$ cat src/oabf_consts.vh
`ifndef OABF_CONSTS_VH
`define OABF_CONSTS_VH

// ----------------------------------------------------------------
// register offsets
// ----------------------------------------------------------------
`define OABF_ADDR_STATUS      8'h00
`define OABF_ADDR_RUN_MODE    8'h14
`define OABF_ADDR_ORIENT      8'h15
`define OABF_ADDR_CONFIG2     8'h16
`define OABF_ADDR_CONFIG4     8'h17
`define OABF_ADDR_INT_EN      8'h18
`define OABF_ADDR_PIN_SEL     8'h19
`define OABF_ADDR_LIMIT_LOW   8'h1A
`define OABF_ADDR_LIMIT_HIGH  8'h1B

// ----------------------------------------------------------------
// field positions
// ----------------------------------------------------------------
`define OABF_ST_ORIENT_BIT    2
`define OABF_ST_ASLP_BIT      1
`define OABF_ST_BOOT_BIT      0
`define OABF_EN_BOOT_BIT      0
`define OABF_EN_ASLP_BIT      1
`define OABF_C4_POL_BIT       0
`define OABF_C4_OD_BIT        1
`define OABF_PS_BOOT2_BIT     0

// ----------------------------------------------------------------
// reset values
// ----------------------------------------------------------------
`define OABF_CONFIG2_RST      8'h00
`define OABF_CONFIG4_RST      8'h00
`define OABF_INT_EN_RST       8'h01
`define OABF_PIN_SEL_RST      8'h00
`define OABF_LIMIT_RST        16'h0000

// ----------------------------------------------------------------
// timing: times in their own unit, counts derived at 10 ns
// ----------------------------------------------------------------
`define OABF_CLK_NS           10
`define OABF_BOOT_US          20
`define OABF_BOOT_CYC         ((`OABF_BOOT_US * 1000) / `OABF_CLK_NS)
`define OABF_PULSE_SHORT_US   10
`define OABF_PULSE_SHORT_CYC  ((`OABF_PULSE_SHORT_US * 1000) / `OABF_CLK_NS)
`define OABF_PULSE_LONG_MS    1
`define OABF_PULSE_LONG_CYC   ((`OABF_PULSE_LONG_MS * 1000000) / `OABF_CLK_NS)

`endif

$ cat src/oabf_event_flags.v
// Operation
// - a detected orientation change that sets the fresh-orientation bit sets status bit 2.
// - a host read of the orientation state register clears the orientation-change flag, unless a change is detected in the same cycle.
// - every wake-to-sleep or sleep-to-wake move made with the auto-sleep enable set sets status bit 1.
// - after the programmed number of event-free data-rate periods the block enters sleep power.
// - in sleep, any configured event flag going active returns the block to wake power.
// - the system mode register shows whether the last move was into sleep or into wake.
// - a host read of the system mode register clears the auto-sleep flag, unless a flagged move happens in the same cycle.
// - auto-sleep runs only with a limit of at least 1, and its flag only with its enable set.
// - status bit 0 is set when boot ends and holds until power-on, soft reset or hibernate exit.
// - with the strap low the boot interrupt goes to line one by default, else as mapped.
// - with the strap low and boot interrupt enabled, one short pulse goes on the mapped line.
// - with the strap high, line two is pulled low once, open drain, for the long pulse time.
// - after power-on or hibernate exit the boot pulse is active low, polarity writes refused.
// - soft reset keeps polarity, driver type and line-two mapping for the next boot pulse.
// - no host read or write completes until boot has finished.
`timescale 1ns/100ps
`include "oabf_consts.vh"

module oabf_event_flags #(
  parameter PULSE_LONG_CYC = `OABF_PULSE_LONG_CYC
) (
  input  wire       clk,              // 100 MHz sensor clock
  input  wire       rst_n,            // power-on reset, active low
  input  wire       soft_reset,       // soft reset request pulse
  input  wire       hib_exit,         // hibernate exit pulse
  input  wire       boot_strap_select,// boot strap level
  input  wire       odr_tick,         // one pulse per data-rate period
  input  wire       orient_change,    // orientation change detected pulse
  input  wire [2:0] orient_code,      // current orientation code
  input  wire       cfg_event,        // any configured interrupt event flag active
  input  wire       host_rd,          // host read strobe
  input  wire       host_wr,          // host write strobe
  input  wire [7:0] host_addr,        // register offset
  input  wire [7:0] host_wdata,       // write data
  output reg  [7:0] host_rdata,       // read data
  output reg        host_ack,         // access completed pulse
  output reg        boot_busy,        // boot in progress
  output reg        sleep_mode,       // high while in sleep
  output reg  [1:0] power_select,     // active power mode select
  output reg        irq_line_one_o,   // line one level
  output reg        irq_line_one_oe,  // line one drive enable
  output reg        irq_line_two_o,   // line two level
  output reg        irq_line_two_oe   // line two drive enable
);

  // counts cut on purpose to the 17-bit counter width
  localparam integer BOOT_I    = `OABF_BOOT_CYC;
  localparam integer SHORT_I   = `OABF_PULSE_SHORT_CYC;
  localparam integer LONG_I    = PULSE_LONG_CYC;
  localparam [16:0]  BOOT_CYC  = BOOT_I[16:0];
  localparam [16:0]  SHORT_CYC = SHORT_I[16:0];
  localparam [16:0]  LONG_CYC  = LONG_I[16:0];

  reg        orient_flag_r;
  reg        aslp_flag_r;
  reg        boot_flag_r;
  reg        fresh_orient_r;
  reg        last_to_sleep_r;
  reg [7:0]  config2_r;
  reg [7:0]  config4_r;
  reg [7:0]  int_en_r;
  reg [7:0]  pin_sel_r;
  reg [15:0] limit_r;
  reg [15:0] idle_cnt_r;
  reg [16:0] boot_cnt_r;
  reg [16:0] pulse_cnt_r;
  reg        pulse_long_r;

  wire restart  = soft_reset | hib_exit;
  wire access   = (host_rd | host_wr) & ~boot_busy & ~restart;
  wire rd_ok    = host_rd & access;
  wire wr_ok    = host_wr & access;
  wire boot_end = boot_busy & ~restart & (boot_cnt_r == 17'h00001);
  wire pulse_on = (pulse_cnt_r != 17'h00000);
  wire aslp_on  = (limit_r != 16'h0000);
  wire go_sleep = aslp_on & ~sleep_mode & ~cfg_event & odr_tick &
                  (idle_cnt_r + 16'h0001 >= limit_r);
  wire go_wake  = aslp_on & sleep_mode & cfg_event;

  // register offset match
  function is_addr;
    input [7:0] a;
    input [7:0] want;
    begin
      is_addr = (a == want);
    end
  endfunction

  // ----------------------------------------------------------------
  // boot sequencing and boot-pulse timing
  // ----------------------------------------------------------------
  always @(posedge clk or negedge rst_n) begin
    if (!rst_n) begin
      boot_busy    <= 1'b1;
      boot_cnt_r   <= BOOT_CYC;
      boot_flag_r  <= 1'b0;
      pulse_cnt_r  <= 17'h00000;
      pulse_long_r <= 1'b0;
    end else if (restart) begin
      boot_busy    <= 1'b1;
      boot_cnt_r   <= BOOT_CYC;
      boot_flag_r  <= 1'b0;
      pulse_cnt_r  <= 17'h00000;
      pulse_long_r <= 1'b0;
    end else begin
      if (boot_busy) begin
        boot_cnt_r <= boot_cnt_r - 17'h00001;
      end
      if (boot_end) begin
        boot_busy   <= 1'b0;
        boot_flag_r <= 1'b1;
        if (boot_strap_select) begin
          pulse_cnt_r  <= LONG_CYC;
          pulse_long_r <= 1'b1;
        end else if (int_en_r[`OABF_EN_BOOT_BIT]) begin
          pulse_cnt_r  <= SHORT_CYC;
          pulse_long_r <= 1'b0;
        end
      end else if (pulse_on) begin
        pulse_cnt_r <= pulse_cnt_r - 17'h00001;
      end
    end
  end

  // ----------------------------------------------------------------
  // pin settings: kept over soft reset, cleared by power-on and hibernate exit
  // ----------------------------------------------------------------
  always @(posedge clk or negedge rst_n) begin
    if (!rst_n) begin
      config4_r <= `OABF_CONFIG4_RST;
      pin_sel_r <= `OABF_PIN_SEL_RST;
    end else if (hib_exit) begin
      config4_r <= `OABF_CONFIG4_RST;
      pin_sel_r <= `OABF_PIN_SEL_RST;
    end else if (wr_ok) begin
      if (is_addr(host_addr, `OABF_ADDR_CONFIG4)) begin
        config4_r <= host_wdata;
      end
      if (is_addr(host_addr, `OABF_ADDR_PIN_SEL)) begin
        pin_sel_r <= host_wdata;
      end
    end
  end

  // ----------------------------------------------------------------
  // other configuration, reset by any boot restart
  // ----------------------------------------------------------------
  always @(posedge clk or negedge rst_n) begin
    if (!rst_n) begin
      config2_r <= `OABF_CONFIG2_RST;
      int_en_r  <= `OABF_INT_EN_RST;
      limit_r   <= `OABF_LIMIT_RST;
    end else if (restart) begin
      config2_r <= `OABF_CONFIG2_RST;
      int_en_r  <= `OABF_INT_EN_RST;
      limit_r   <= `OABF_LIMIT_RST;
    end else if (wr_ok) begin
      if (is_addr(host_addr, `OABF_ADDR_CONFIG2)) begin
        config2_r <= host_wdata;
      end
      if (is_addr(host_addr, `OABF_ADDR_INT_EN)) begin
        int_en_r <= host_wdata;
      end
      if (is_addr(host_addr, `OABF_ADDR_LIMIT_LOW)) begin
        limit_r[7:0] <= host_wdata;
      end
      if (is_addr(host_addr, `OABF_ADDR_LIMIT_HIGH)) begin
        limit_r[15:8] <= host_wdata;
      end
    end
  end

  // ----------------------------------------------------------------
  // event flags, set beats clearing read
  // ----------------------------------------------------------------
  always @(posedge clk or negedge rst_n) begin
    if (!rst_n) begin
      orient_flag_r   <= 1'b0;
      fresh_orient_r  <= 1'b0;
      aslp_flag_r     <= 1'b0;
    end else if (restart) begin
      orient_flag_r   <= 1'b0;
      fresh_orient_r  <= 1'b0;
      aslp_flag_r     <= 1'b0;
    end else begin
      if (orient_change) begin
        orient_flag_r  <= 1'b1;
        fresh_orient_r <= 1'b1;
      end else if (rd_ok && is_addr(host_addr, `OABF_ADDR_ORIENT)) begin
        orient_flag_r  <= 1'b0;
        fresh_orient_r <= 1'b0;
      end
      if ((go_sleep | go_wake) & int_en_r[`OABF_EN_ASLP_BIT]) begin
        aslp_flag_r <= 1'b1;
      end else if (rd_ok && is_addr(host_addr, `OABF_ADDR_RUN_MODE)) begin
        aslp_flag_r <= 1'b0;
      end
    end
  end

  // ----------------------------------------------------------------
  // auto wake/sleep state and inactivity count
  // ----------------------------------------------------------------
  always @(posedge clk or negedge rst_n) begin
    if (!rst_n) begin
      sleep_mode      <= 1'b0;
      last_to_sleep_r <= 1'b0;
      idle_cnt_r      <= 16'h0000;
      power_select    <= 2'h0;
    end else if (restart) begin
      sleep_mode      <= 1'b0;
      last_to_sleep_r <= 1'b0;
      idle_cnt_r      <= 16'h0000;
      power_select    <= 2'h0;
    end else begin
      if (go_sleep) begin
        sleep_mode      <= 1'b1;
        last_to_sleep_r <= 1'b1;
        idle_cnt_r      <= 16'h0000;
      end else if (go_wake) begin
        sleep_mode      <= 1'b0;
        last_to_sleep_r <= 1'b0;
      end else if (cfg_event | ~aslp_on | sleep_mode) begin
        idle_cnt_r <= 16'h0000;
      end else if (odr_tick) begin
        idle_cnt_r <= idle_cnt_r + 16'h0001;
      end
      // sleep select in bits 3:2, wake select in bits 1:0
      power_select <= (go_sleep | (sleep_mode & ~go_wake)) ? config2_r[3:2] : config2_r[1:0];
    end
  end

  // ----------------------------------------------------------------
  // host read data and completion
  // ----------------------------------------------------------------
  always @(posedge clk or negedge rst_n) begin
    if (!rst_n) begin
      host_rdata <= 8'h00;
      host_ack   <= 1'b0;
    end else begin
      host_ack <= access;
      if (rd_ok) begin
        case (host_addr)
          `OABF_ADDR_STATUS:     host_rdata <= {5'h00, orient_flag_r, aslp_flag_r, boot_flag_r};
          `OABF_ADDR_RUN_MODE:   host_rdata <= {6'h00, last_to_sleep_r, sleep_mode};
          `OABF_ADDR_ORIENT:     host_rdata <= {fresh_orient_r, 4'h0, orient_code};
          `OABF_ADDR_CONFIG2:    host_rdata <= config2_r;
          `OABF_ADDR_CONFIG4:    host_rdata <= config4_r;
          `OABF_ADDR_INT_EN:     host_rdata <= int_en_r;
          `OABF_ADDR_PIN_SEL:    host_rdata <= pin_sel_r;
          `OABF_ADDR_LIMIT_LOW:  host_rdata <= limit_r[7:0];
          `OABF_ADDR_LIMIT_HIGH: host_rdata <= limit_r[15:8];
          default:               host_rdata <= 8'h00;
        endcase
      end
    end
  end

  // ----------------------------------------------------------------
  // interrupt pin drive
  // ----------------------------------------------------------------
  wire to_two  = boot_strap_select | pin_sel_r[`OABF_PS_BOOT2_BIT];
  wire act_one = pulse_on & ~pulse_long_r & ~to_two;
  wire act_two = pulse_on & (pulse_long_r | to_two);
  wire pol_hi  = config4_r[`OABF_C4_POL_BIT] & ~pulse_long_r;
  wire od      = config4_r[`OABF_C4_OD_BIT] | pulse_long_r;
  // active level follows polarity: low when pol_hi is 0, idle is the opposite
  wire lvl_one = act_one ~^ pol_hi;
  wire lvl_two = act_two ~^ pol_hi;

  always @(posedge clk or negedge rst_n) begin
    if (!rst_n) begin
      irq_line_one_o  <= 1'b1;
      irq_line_one_oe <= 1'b0;
      irq_line_two_o  <= 1'b1;
      irq_line_two_oe <= 1'b0;
    end else begin
      irq_line_one_o  <= lvl_one;
      irq_line_one_oe <= od ? ~lvl_one : ~boot_busy;
      irq_line_two_o  <= lvl_two;
      irq_line_two_oe <= od ? ~lvl_two : ~boot_busy;
    end
  end

endmodule

$ cat config.mk
export PLATFORM = sky130hd
export DESIGN_NAME = oabf_event_flags
export DESIGN_NICKNAME = d
export VERILOG_FILES = /design/src/oabf_event_flags.v
export VERILOG_INCLUDE_DIRS = /design/src /design/src/src
export SDC_FILE = /design/constraint.sdc
export NUM_CORES = 1
export LEC_CHECK = 0
export ABC_AREA = 1
export BUFFER_PORTS_ARGS = -buffer_cell sky130_fd_sc_hd__buf_2
export CORE_AREA = 2 2 133 135
export DETAILED_ROUTE_END_ITERATION = 6
export DIE_AREA = 0 0 135 137
export SLEW_MARGIN = 10
export SYNTH_ARGS = -nofsm -noshare
export SYNTH_HDL_FRONTEND = slang
export SYNTH_SLANG_ARGS = --single-unit
$ cat constraint.sdc
create_clock -name clk -period 3.3 [get_ports clk]
set_input_delay 0.66 -clock clk [delete_from_list [all_inputs] [get_ports clk]]
set_output_delay 0.66 -clock clk [all_outputs]
set_load 0.05 [all_outputs]
Word level (Yosys, flattened, before mapping)
Index checks and enable logic that the tools add are counted.

storage, ports and cells
  register bits after elaboration = 119
  logic and storage cells = 156
  output and inout port bits = 17
  input port bits = 29

cells by class
  multiplexer cells = 50
  bitwise operators = 39
  reduce and logical (&&, ||, !) cells = 30
  eq/ne operators = 11
  order comparisons = 1
  add/subtract/negate cells = 3

operators with widths
  cell                                                                   number
  17-bit 2-to-1 mux                                                      7
  16-bit 2-to-1 mux                                                      7
  8-bit 2-to-1 mux                                                       14
  8-bit one-hot mux with 9 select lines                                  1
  8-bit by 5-bit == test with 1-bit output (second input constant)       8
  17-bit by 1-bit subtractor with 17-bit output (second input constant)  2
  2-bit nonzero test                                                     10
  1-bit 2-to-1 mux                                                       19
  1-bit AND                                                              18
  2-bit AND reduction                                                    9
  17-bit by 1-bit == test with 1-bit output (second input constant)      1
  17-bit nonzero test                                                    1
  16-bit by 1-bit adder with 16-bit output (second input constant)       1
  16-bit greater-or-equal comparator                                     1
  16-bit nonzero test                                                    1
  3-bit nonzero test                                                     5
  1-bit inverter                                                         10
  1-bit bitwise OR                                                       9
  8-bit zero test                                                        1
  2-bit 2-to-1 mux                                                       2
  4-bit inequality test (second input constant)                          1
  4-bit nonzero test                                                     1
  3-bit inequality test (second input constant)                          1
  1-bit logical AND                                                      2
  1-bit bitwise XNOR                                                     2

Logic depth before layout (Yosys ltp)
Gate-level depths: netlist (run 1).

  word-level depth = 9
  gate-level depth with buffers = 21

Least setup slack after synthesis (run 1)
No wires, ideal clock.

  path type = register to register
  start = register idle_cnt_r[0]
  end = register power_select[0]
  path buffers = 1
  data arrival time = 2.449 ns
  period minus slack after synthesis = 2.527 ns
  setup slack = 0.773 ns
  stages on the path, launching flop included = 17
  cells stage by stage = dfrtp_1 > nand3_1 > nor2_1 > nand4_1 > nor2_1 > nand3_1 > nand2_1 > inv_1 > ha_1 > a21oi_1 > o21ai_0 > a21oi_1 > nand2_1 > nand2_1 > buf_2 > nand3_1 > a21oi_1

between the ends
  word-level cells in the longest chain between the ends = 6

RTL lines
  item                                      line                    RTL
  from (decl)                               oabf_event_flags.v:65   reg [15:0] idle_cnt_r;
  from (signal assigned)                    oabf_event_flags.v:227  idle_cnt_r <= idle_cnt_r + 16'h0001;
  16-bit by 1-bit adder with 16-bit output  oabf_event_flags.v:78   (idle_cnt_r + 16'h0001 >= limit_r);
  16-bit greater-or-equal comparator        oabf_event_flags.v:78
  1-bit AND                                 oabf_event_flags.v:77   wire go_sleep = aslp_on & ~sleep_mode & ~cfg_event & odr_tick &
  1-bit bitwise OR                          oabf_event_flags.v:230  power_select <= (go_sleep | (sleep_mode & ~go_wake)) ? config2_r[3:2] : config2_r[1:0];
  2-bit 2-to-1 mux                          oabf_event_flags.v:230
  2-bit 2-to-1 mux                          oabf_event_flags.v:211  end else if (restart) begin
  to (signal assigned)                      oabf_event_flags.v:230
  to (decl)                                 oabf_event_flags.v:40   output reg [1:0] power_select,

No other way between the ends.
A chain may end at the register's enable or synchronous reset.

Final worst setup path (run 1)
  start = register idle_cnt_r[0]
  end = register idle_cnt_r[0]

between the ends
  word-level cells in the longest chain between the ends = 6

RTL lines
  item                                                                                        line
  16-bit by 1-bit adder with 16-bit output *                                                  oabf_event_flags.v:78, oabf_event_flags.v:227
  parallel branches: the longest is 5 deep, another holds 16-bit greater-or-equal comparator  -

Mark *: on every way between the ends. The select of a mux whose other input is x is not followed.

==> flow_summary.yaml, run 1 <==
final_layout:
  fill_cells: 1770
  syn_to_final_growth_pct: 15.7
  drive_above_1_share: 0.130
  final_cells: 1195
  antenna_cells: 0
  fin_nets: 1006
  post-route-cell-area_mm2: 0.00780
global_routing:
  grt_overflow: 0
  grt_pass1_vias: 5657
  grt_max_degree: 62
  grt_usage: 0.192
  grt_first_pass_wirelength_mm: 27.7
  antenna_found_initial: 0
synthesis:
  synth_seq_cells: 119
  synth_cells: 904
  syn-num-nets: 953
  synthDistinctLibCells: 38
  synth_warnings: 0
  yosysSeqAreaShare: 0.443
  netlist_area_mm2: 0.00675
  syn_avg_cell_area_um2: 7.46
critical_path:
  cp_data_arrival_time_ns: 3.25
  cp-end-kind: "flop"
  crit_required_ns: 3.66
  cp-start-kind: "flop"
  critical_path.max_fanout: 11
  crit_type: "flop to flop"
  regToRegSetupSlack_ns: 0.41
sta:
  finClkSkew_ns: 0.0101
  fmax_mhz: 346
  relSlewSlack: 0.530
  hold_violations: 0
  setup_viol: 0
  min_period_ns: 2.89
  tightest_slew_ns: 0.701
  rsz0062_at_grt: "false"
  setup_ws_ns: 0.410
  slew_violations: 0
  post-route-period-util: 0.876
  tns_ns: 0
placed_design:
  io_buffers: 45
  dp_slack_ns: 0.253
  globalplace.congestion: 0.835
  placed_cells: 1163
  dp.final_hpwl_mm: 12.0
  placed_cell_area_mm2: 0.00722
route:
  dr.pass1.iters: 5
  wirelength_mm: 16.3
  ant_nets: 0
  num_vias: 5830
  routedWlPerCell_um: 13.7
  viasPerCell: 4.88
  drc: 0
  first_iter_violations: 274
clock_tree:
  tritoncts: "built"
  h-tree-depth: 4
  postCtsHoldBufs: 0
  cts_buffers: 17
  postCtsSetupRepairBufs: 0
  cts_repair_resize_count: 0
  cts-root-buf: "clkbuf_16"
  clk_latency_ns: 0.43
  cts_num_sinks: 119
  clkSlewWorstSetupHoldPaths_ns: 0.06
  clockBufferDepth: 2
power:
  ir_drop_v: 0.000436
  p_sw_mw: 1.63
  leakagePower_nw: 3.88
  p_comb_frac: 0.246
  p_int_mw: 3.02
  seqPwrFrac: 0.376
  p_per_area_mw_per_mm2: 596
  p_clk_frac: 0.378
  p_sw_frac: 0.351
  power.total_mw: 4.65
floorplan:
  die_h_um: 137
  initial_core_util: 0.396
  io_pins: 46
  core.rowCount: 48
  coreArea_mm2: 0.0171
  die_w_um: 135
  dieArea_mm2: 0.0185
worst_hold_path:
  min_path_type: "primary input to async pin"
run:
  drv_cap: 0
outcome:
  status: "finished, final reports clean"
[power groups by stage]
stage / logic, mW / clock network, mW / registers [mW]
final: 1.14 / 1.76 / 1.75
after global routing: 1.31 / 1.86 / 1.77
after CTS: 1.16 / 1.80 / 1.75
after detailed placement: 1.15 / 0 / 1.77
after global placement: 1.14 / 0 / 1.77
after floorplan: 0.844 / 0 / 1.81
[routing by layer]
| layer | global-route usage | vias up | routed length [µm] |
|---|---|---|---|
| met2 | 0.320 | 101 | 7810 |
| li1 | - | 3023 | - |
| met1 | 0.248 | 2683 | 7650 |
| met5 | 0 | - | 0 |
| met3 | 0.0374 | 23 | 560 |
| met4 | 0.0694 | 0 | 314 |
[path summary, 6_finish.rpt]
kind,startpoint,to,cells after the start
min reg2reg,boot_cnt_r[2],boot_cnt_r[2],1
min,rst_n,boot_cnt_r[11],1
max in group asynchronous,rst_n,int_en_r[0],2
min in group clk,boot_cnt_r[2],boot_cnt_r[2],1
max,idle_cnt_r[0],idle_cnt_r[0],16
max reg2reg,idle_cnt_r[0],idle_cnt_r[0],16
[final cells by class]
cell class | instances | area (µm²) | share of cell area
multi-input cells | 658 | 3270 | 0.419
flip-flops and latches | 119 | 2990 | 0.383
clock buffers | 17 | 425 | 0.0545
inverters | 110 | 415 | 0.0532
repair buffers | 51 | 285 | 0.0366
well taps | 225 | 282 | 0.0361
clock inverters | 15 | 133 | 0.0170
[cell usage in the layout, fill, tap and decap left out, types with 20 or more instances in the layout]
master,Yosys,final
nand2_1,285,284
dfrtp_1,109,108
inv_1,107,107
o21ai_0,94,94
nor2_1,87,85
buf_2,11,44
nand3_1,41,41
a21oi_1,29,29
nand4_1,24,24
ha_1,20,20
[synthesized netlist by cell type]
| library cell | instances | share of area |
|---|---|---|
| inv_2 | 2 | 0.0011 |
| o21ai_0 | 94 | 0.070 |
| nand2_1 | 285 | 0.16 |
| or2_2 | 5 | 0.0046 |
| nor2_1 | 87 | 0.048 |
| o21ai_1 | 4 | 0.0030 |
| nand4_4 | 2 | 0.0063 |
| xnor2_1 | 5 | 0.0065 |
| nand3_1 | 41 | 0.030 |
| o22ai_1 | 1 | 0.00093 |
| nor3_1 | 17 | 0.013 |
| inv_4 | 1 | 0.00093 |
| o211ai_1 | 2 | 0.0022 |
| a21oi_1 | 29 | 0.022 |
| xor2_1 | 18 | 0.023 |
| inv_1 | 107 | 0.060 |
| nor2_4 | 1 | 0.0017 |
| clkbuf_1 | 4 | 0.0022 |
| dfrtp_1 | 109 | 0.40 |
| nor3_2 | 2 | 0.0030 |
| dfstp_2 | 10 | 0.039 |
| o31ai_1 | 2 | 0.0022 |
| nor4_1 | 2 | 0.0019 |
| nand3b_1 | 1 | 0.0011 |
| nand2_2 | 2 | 0.0019 |
| nor2_2 | 4 | 0.0037 |
| ha_1 | 20 | 0.037 |
| buf_6 | 1 | 0.0017 |
| o22ai_4 | 1 | 0.0030 |
| a21oi_2 | 3 | 0.0039 |
| nor2_8 | 2 | 0.0059 |
| nand4_1 | 24 | 0.022 |
| a21o_1 | 1 | 0.0011 |
| o21ai_2 | 1 | 0.0013 |
| nand3_2 | 1 | 0.0015 |
| buf_4 | 1 | 0.0011 |
| a21oi_4 | 1 | 0.0024 |
| buf_2 | 11 | 0.0082 |
[state kept, by name (all words and copies together) (netlist names)]
signal and count:
boot_cnt_r 17, irq_line_one_oe 1, idle_cnt_r 16, irq_line_one_o 1, boot_busy 1, pulse_cnt_r 17
pin_sel_r 8, host_rdata 8, limit_r 16, host_ack 1, config2_r 8, int_en_r 8
last_to_sleep_r 1, power_select 2, config4_r 8, pulse_long_r 1, fresh_orient_r 1, boot_flag_r 1
irq_line_two_o 1, irq_line_two_oe 1, aslp_flag_r 1
[worst max-delay path, cell delays in order, from the launching register on]
cell and delay (ns):
dfrtp_2 0.40, nand3_1 0.14, nor2_1 0.11, nand4_1 0.21, nor2_4 0.21, xor2_1 0.21
ha_1 0.29, a21oi_1 0.17, o21ai_0 0.11, a21oi_1 0.17, nand2_1 0.11, nand2_2 0.16
buf_4 0.21, nand2_1 0.10, nor2_1 0.09, nand2_1 0.06, nand2_1 0.05
[logic make-up after synthesis]
logic type               after synthesis  synth area share
AND/OR/NAND/NOR                      476             0.304
XOR/XNOR                              23            0.0299
buffers and inverters                127            0.0747
AO/OA/AOI/OAI                        139             0.111
flip-flops                           119             0.443
adder cells (fa/ha/maj)               20            0.0371
[through the flow]
| stage | hold WS [ns] | util |
|---|---|---|
| after global placement | 0.450 | 0.424 |
| after global routing | 0.163 | 0.458 |
| after detailed placement | 0.452 | 0.424 |
| after floorplan | 0.364 | - |
| final | 0.150 | 0.458 |
| after CTS | 0.145 | 0.456 |
Note: power is estimated with default switching activity, not from simulation.
==> inputs of run 2 (changes only) <==
Settings changed: CORE_AREA 2 2 133 135 to 2 2 95 189, DIE_AREA 0 0 135 137 to 0 0 97 191.
==> flow_summary.yaml, run 2 (synthesized netlist as in run 1, its figures left out) <==
outcome:
  status: "finished, final reports clean"
clock_tree:
  clockBufferDepth: 2
  cts_repair_resize_count: 0
  cts_num_sinks: 119
  h-tree-depth: 4
  postCtsHoldBufs: 0
  clk_latency_ns: 0.43
  cts-root-buf: "clkbuf_16"
  postCtsSetupRepairBufs: 0
  clkSlewWorstSetupHoldPaths_ns: 0.06
  tritoncts: "built"
  cts_buffers: 17
final_layout:
  syn_to_final_growth_pct: 16.2
  antenna_cells: 0
  final_cells: 1182
  finish.utilization: 0.458
  mostFrequentLayoutCells: "nand2_1 (285), dfrtp_1 (109), inv_1 (107), o21ai_0 (94), nor2_1 (87)"
  largestRegisters: "boot_cnt_r x17, pulse_cnt_r x17"
  drive_above_1_share: 0.127
  final_common_cell: "nand2_1"
  fill_cells: 1692
  post-route-cell-area_mm2: 0.00784
  fin_nets: 1008
route:
  wl_met1_mm: 7.86
  drc: 0
  viasPerCell: 5.04
  num_vias: 5959
  first_iter_violations: 361
  routedWlPerCell_um: 14.2
  dr.pass1.iters: 5
  ant_nets: 0
  top_layer_used: "met4"
  wl_met2_mm: 7.89
  wirelength_mm: 16.8
  met3WireLength_um: 757
placed_design:
  placed_cells: 1150
  dp_slack_ns: 0.517
  io_buffers: 45
  dp.final_hpwl_mm: 12.0
  placed_cell_area_mm2: 0.00722
  globalplace.congestion: 0.918
sta:
  setup_viol: 0
  hold_violations: 0
  finClkSkew_ns: 0.00677
  hold_slack_ns: 0.250
  post-route-period-util: 0.845
  rsz0062_at_grt: "false"
  tightest_slew_ns: 0.711
  slew_violations: 0
  setup_ws_ns: 0.513
  tns_ns: 0
  min_period_ns: 2.79
  relSlewSlack: 0.526
  fmax_mhz: 359
worst_hold_path:
  min_path_type: "primary input to async pin"
global_routing:
  grt_max_degree: 49
  grt_first_pass_wirelength_mm: 28.5
  grt_overflow: 0
  antenna_found_initial: 0
  grt_usage: 0.192
  grt_pass1_vias: 5800
floorplan:
  die_w_um: 97
  coreArea_mm2: 0.0171
  die_h_um: 191
  dieArea_mm2: 0.0185
  core.rowCount: 68
  io_pins: 46
  initial_core_util: 0.394
critical_path:
  regToRegSetupSlack_ns: 0.51
  cp-start-kind: "flop"
  path_buf_inv: 1
  crit_slowest_cell: "dfrtp_1"
  critical_path.top_delay_family: "simple AND/OR/NAND/NOR gates"
  worstReg2RegStart: "idle_cnt_r[0]"
  critical_path.max_fanout: 19
  worst_path_largest_cell_delay_ns: 0.41
  worstRegToRegCells: 16
  crit_chain: "nand3_1, nor2_1, nand4_1, nor2_1, xor2_1, ha_1, a21oi_1, o21ai_0, a21oi_1, nand2_1, nand2_1, buf_4, nand2_1, nor2_1, nand2_1, nand2_1"
  rr_endpoint: "idle_cnt_r[13]"
  cp-end-kind: "flop"
  crit_type: "flop to flop"
  path_common_cell: "nand2_1"
  cp_data_arrival_time_ns: 3.15
  crit_cells: 16
  crit_required_ns: 3.66
power:
  p_per_area_mw_per_mm2: 619
  power.total_mw: 4.85
  leakagePower_nw: 3.92
  ir_drop_v: 0.000309
run:
  drv_cap: 0
run 2: cell types whose count changed in the layout (fill, tap and decap cells not counted), sizes merged:
| cell | delta |
|---|---|
| inv | -6 |
| clkinv | +5 |
| bufinv | +3 |
| buf | +2 |
| clkinvlp | -2 |
run 2: cell type report:
class / instances / area [µm²] / share of cell area
clock buffer: 17 / 425 / 0.0543
clock inverter: 15 / 193 / 0.0246
inverter: 110 / 415 / 0.0530
multi-input combinational: 658 / 3250 / 0.415
sequential: 119 / 2990 / 0.381
tap: 210 / 263 / 0.0335
timing repair buffer: 53 / 300 / 0.0383
run 2: power breakdown:
part | switching, mW | internal (mW) | leakage (nW)
registers | 0.131 | 1.62 | 1.58
clock network | 0.736 | 1.20 | 0.301
logic | 0.747 | 0.411 | 2.04
run 2: worst reg2reg max path: cells and delay by family (launching register included):
family,cells,cell delay (ns)
AOI/OAI and AO/OA,3,0.37
xor gates and xnor gates,1,0.25
adders and majority gates,1,0.30
buffers and inverters,1,0.23
DFF,1,0.41
and+or+nand+nor,10,1.16
run 2: per-layer routing:
metal | up-vias | track usage
met4 | 0 | 0.0769
met2 | 142 | 0.307
met3 | 22 | 0.0388
met5 | - | 0
li1 | 3018 | -
met1 | 2777 | 0.255
run 2: worst max path at each step:
stage                       start         endpoint  slack (ns)
global route        idle_cnt_r[0]   idle_cnt_r[13]        0.09
finish              idle_cnt_r[0]   idle_cnt_r[13]        0.51
global placement    idle_cnt_r[0]   idle_cnt_r[13]        0.59
CTS                 idle_cnt_r[0]    idle_cnt_r[9]        0.50
detailed placement  idle_cnt_r[0]    idle_cnt_r[9]        0.52
floorplan           idle_cnt_r[0]  power_select[0]        0.77
==> inputs of run 3 (changes only) <==
Clock period 3.3 ns to 2.7 ns, I/O delays scaled along.
==> flow_summary.yaml, run 3 (synthesized netlist as in run 1, its figures left out) <==
final_layout:
  post-route-cell-area_mm2: 0.00828
  fin_nets: 1024
  regArea_mm2: 0.00299
  largestRegisters: "boot_cnt_r x17, pulse_cnt_r x17"
  syn_to_final_growth_pct: 22.7
  fill_cells: 1653
  multi_input_area_mm2: 0.00350
  final_common_cell: "nand2_1"
  antenna_cells: 0
  mostFrequentLayoutCells: "nand2_1 (272), dfrtp_1 (109), inv_1 (105), o21ai_0 (80), nor2_1 (78)"
  final_cells: 1198
  drive_above_1_share: 0.185
clock_tree:
  clkSlewWorstSetupHoldPaths_ns: 0.06
  postCtsHoldBufs: 0
  clk_latency_ns: 0.43
  cts-root-buf: "clkbuf_16"
  h-tree-depth: 4
  tritoncts: "built"
  clockBufferDepth: 2
  cts_buffers: 17
  cts_num_sinks: 119
sta:
  post-route-period-util: 0.994
  finClkSkew_ns: 0.0121
  hold_slack_ns: 0.0704
  min_period_ns: 2.68
  hold_violations: 0
  relSlewSlack: 0.483
  rsz0062_at_grt: "true"
  tightest_slew_ns: 0.776
  setup_viol: 0
  setup_ws_ns: 0.0175
  fmax_mhz: 373
  tns_ns: 0
  slew_violations: 0
critical_path:
  regToRegSetupSlack_ns: 0.02
  cp-end-kind: "flop"
  critical_path.top_delay_family: "simple AND/OR/NAND/NOR gates"
  critical_path.max_fanout: 9
  cp_data_arrival_time_ns: 3.02
  worst_path_largest_cell_delay_ns: 0.39
  crit_type: "flop to flop"
  crit_required_ns: 3.04
  cp-start-kind: "flop"
  crit_slowest_cell: "dfrtp_1"
  crit_chain: "nand3_2, nor2_2, nand4_1, nor2_1, buf_4, nand2_1, nand2_1, nand2_1, inv_1, ha_4, nand2_1, nor2_1, a21oi_1, nand2_2, nand2_4, clkbuf_16, nand3_1, a21oi_1"
  path_buf_inv: 3
  path_common_cell: "nand2_1"
floorplan:
  coreArea_mm2: 0.0171
  die_h_um: 191
  core.rowCount: 68
  dieArea_mm2: 0.0185
  io_pins: 46
  die_w_um: 97
  initial_core_util: 0.394
route:
  routedWlPerCell_um: 14.9
  viasPerCell: 5.10
  wirelength_mm: 17.9
  ant_nets: 0
  dr.pass1.iters: 5
  drc: 0
  first_iter_violations: 330
  num_vias: 6110
worst_hold_path:
  min_path_type: "primary input to async pin"
power:
  leakagePower_nw: 4.10
  p_per_area_mw_per_mm2: 732
  ir_drop_v: 0.000360
global_routing:
  grt_pass1_vias: 5936
  grt_overflow: 0
  grt_first_pass_wirelength_mm: 28.9
  grt_usage: 0.195
  antenna_found_initial: 0
  grt_max_degree: 51
placed_design:
  dp.final_hpwl_mm: 12.4
  globalplace.congestion: 0.891
  placed_cells: 1159
  placed_cell_area_mm2: 0.00730
  dp_slack_ns: -0.0212
  io_buffers: 45
outcome:
  status: "finished, final reports clean"
run:
  drv_cap: 0
run 3: cell types whose count changed in the layout (fill, tap and decap cells not counted), moves of 5 or more:
cell and delta:
nor2_1 -9, nand3_1 -7, o21ai_0 -14, buf_4 +13
nor2_2 +6, clkbuf_8 +5, o21ai_1 +10, nand2_1 -13
nand2_2 +10, clkinv_4 -5
run 3: repair_timing:
action	CTS	global route
setup endpoints to repair	14	20
buffers inserted	0	5
gates cloned	0	2
gates resized for setup	2	68
pin swaps	0	19
run 3: final cells by class:
type | instances | share of cell area
tap | 210 | 0.0317
sequential | 119 | 0.361
timing repair buffer | 69 | 0.0565
inverter | 110 | 0.0502
clock inverter | 8 | 0.0172
multi-input combinational | 658 | 0.423
clock buffer | 24 | 0.0606
run 3: power breakdown:
group,leakage (nW),switching (mW),internal [mW]
logic,2.20,0.922,0.520
clock network,0.316,0.817,1.66
registers,1.58,0.157,1.98
total,4.10,1.90,4.16
run 3: worst register-to-register path, cell delays in order, from the launching register on:
cell	delay [ns]
dfrtp_1	0.39
nand3_2	0.10
nor2_2	0.09
nand4_1	0.20
nor2_1	0.17
buf_4	0.17
nand2_1	0.08
nand2_1	0.10
nand2_1	0.09
inv_1	0.10
ha_4	0.21
nand2_1	0.11
nor2_1	0.06
a21oi_1	0.15
nand2_2	0.09
nand2_4	0.11
clkbuf_16	0.17
nand3_1	0.07
a21oi_1	0.14
run 3: path summary, 6_finish.rpt:
| check | from | end | cells past startpoint |
|---|---|---|---|
| max reg2reg | idle_cnt_r[0] | power_select[1] | 18 |
| min in group clk | orient_change | fresh_orient_r | 3 |
| max in group asynchronous | rst_n | int_en_r[0] | 2 |
| min | rst_n | pulse_cnt_r[9] | 1 |
| max | idle_cnt_r[0] | power_select[1] | 18 |
| min reg2reg | boot_cnt_r[3] | boot_cnt_r[3] | 1 |
run 3: metrics by stage:
stage	power, mW	util
3_5_place_dp	3.58	0.427
5_1_grt	6.41	0.484
6_report	6.06	0.484
4_1_cts	6.07	0.465
3_3_place_gp	3.55	0.427
2_1_floorplan	3.24	-
run 3: metal layers:
layer	global-route usage	share of wire
met5	0	0
met4	0.0693	0.019
met3	0.0384	0.042
met2	0.311	0.47
met1	0.265	0.47
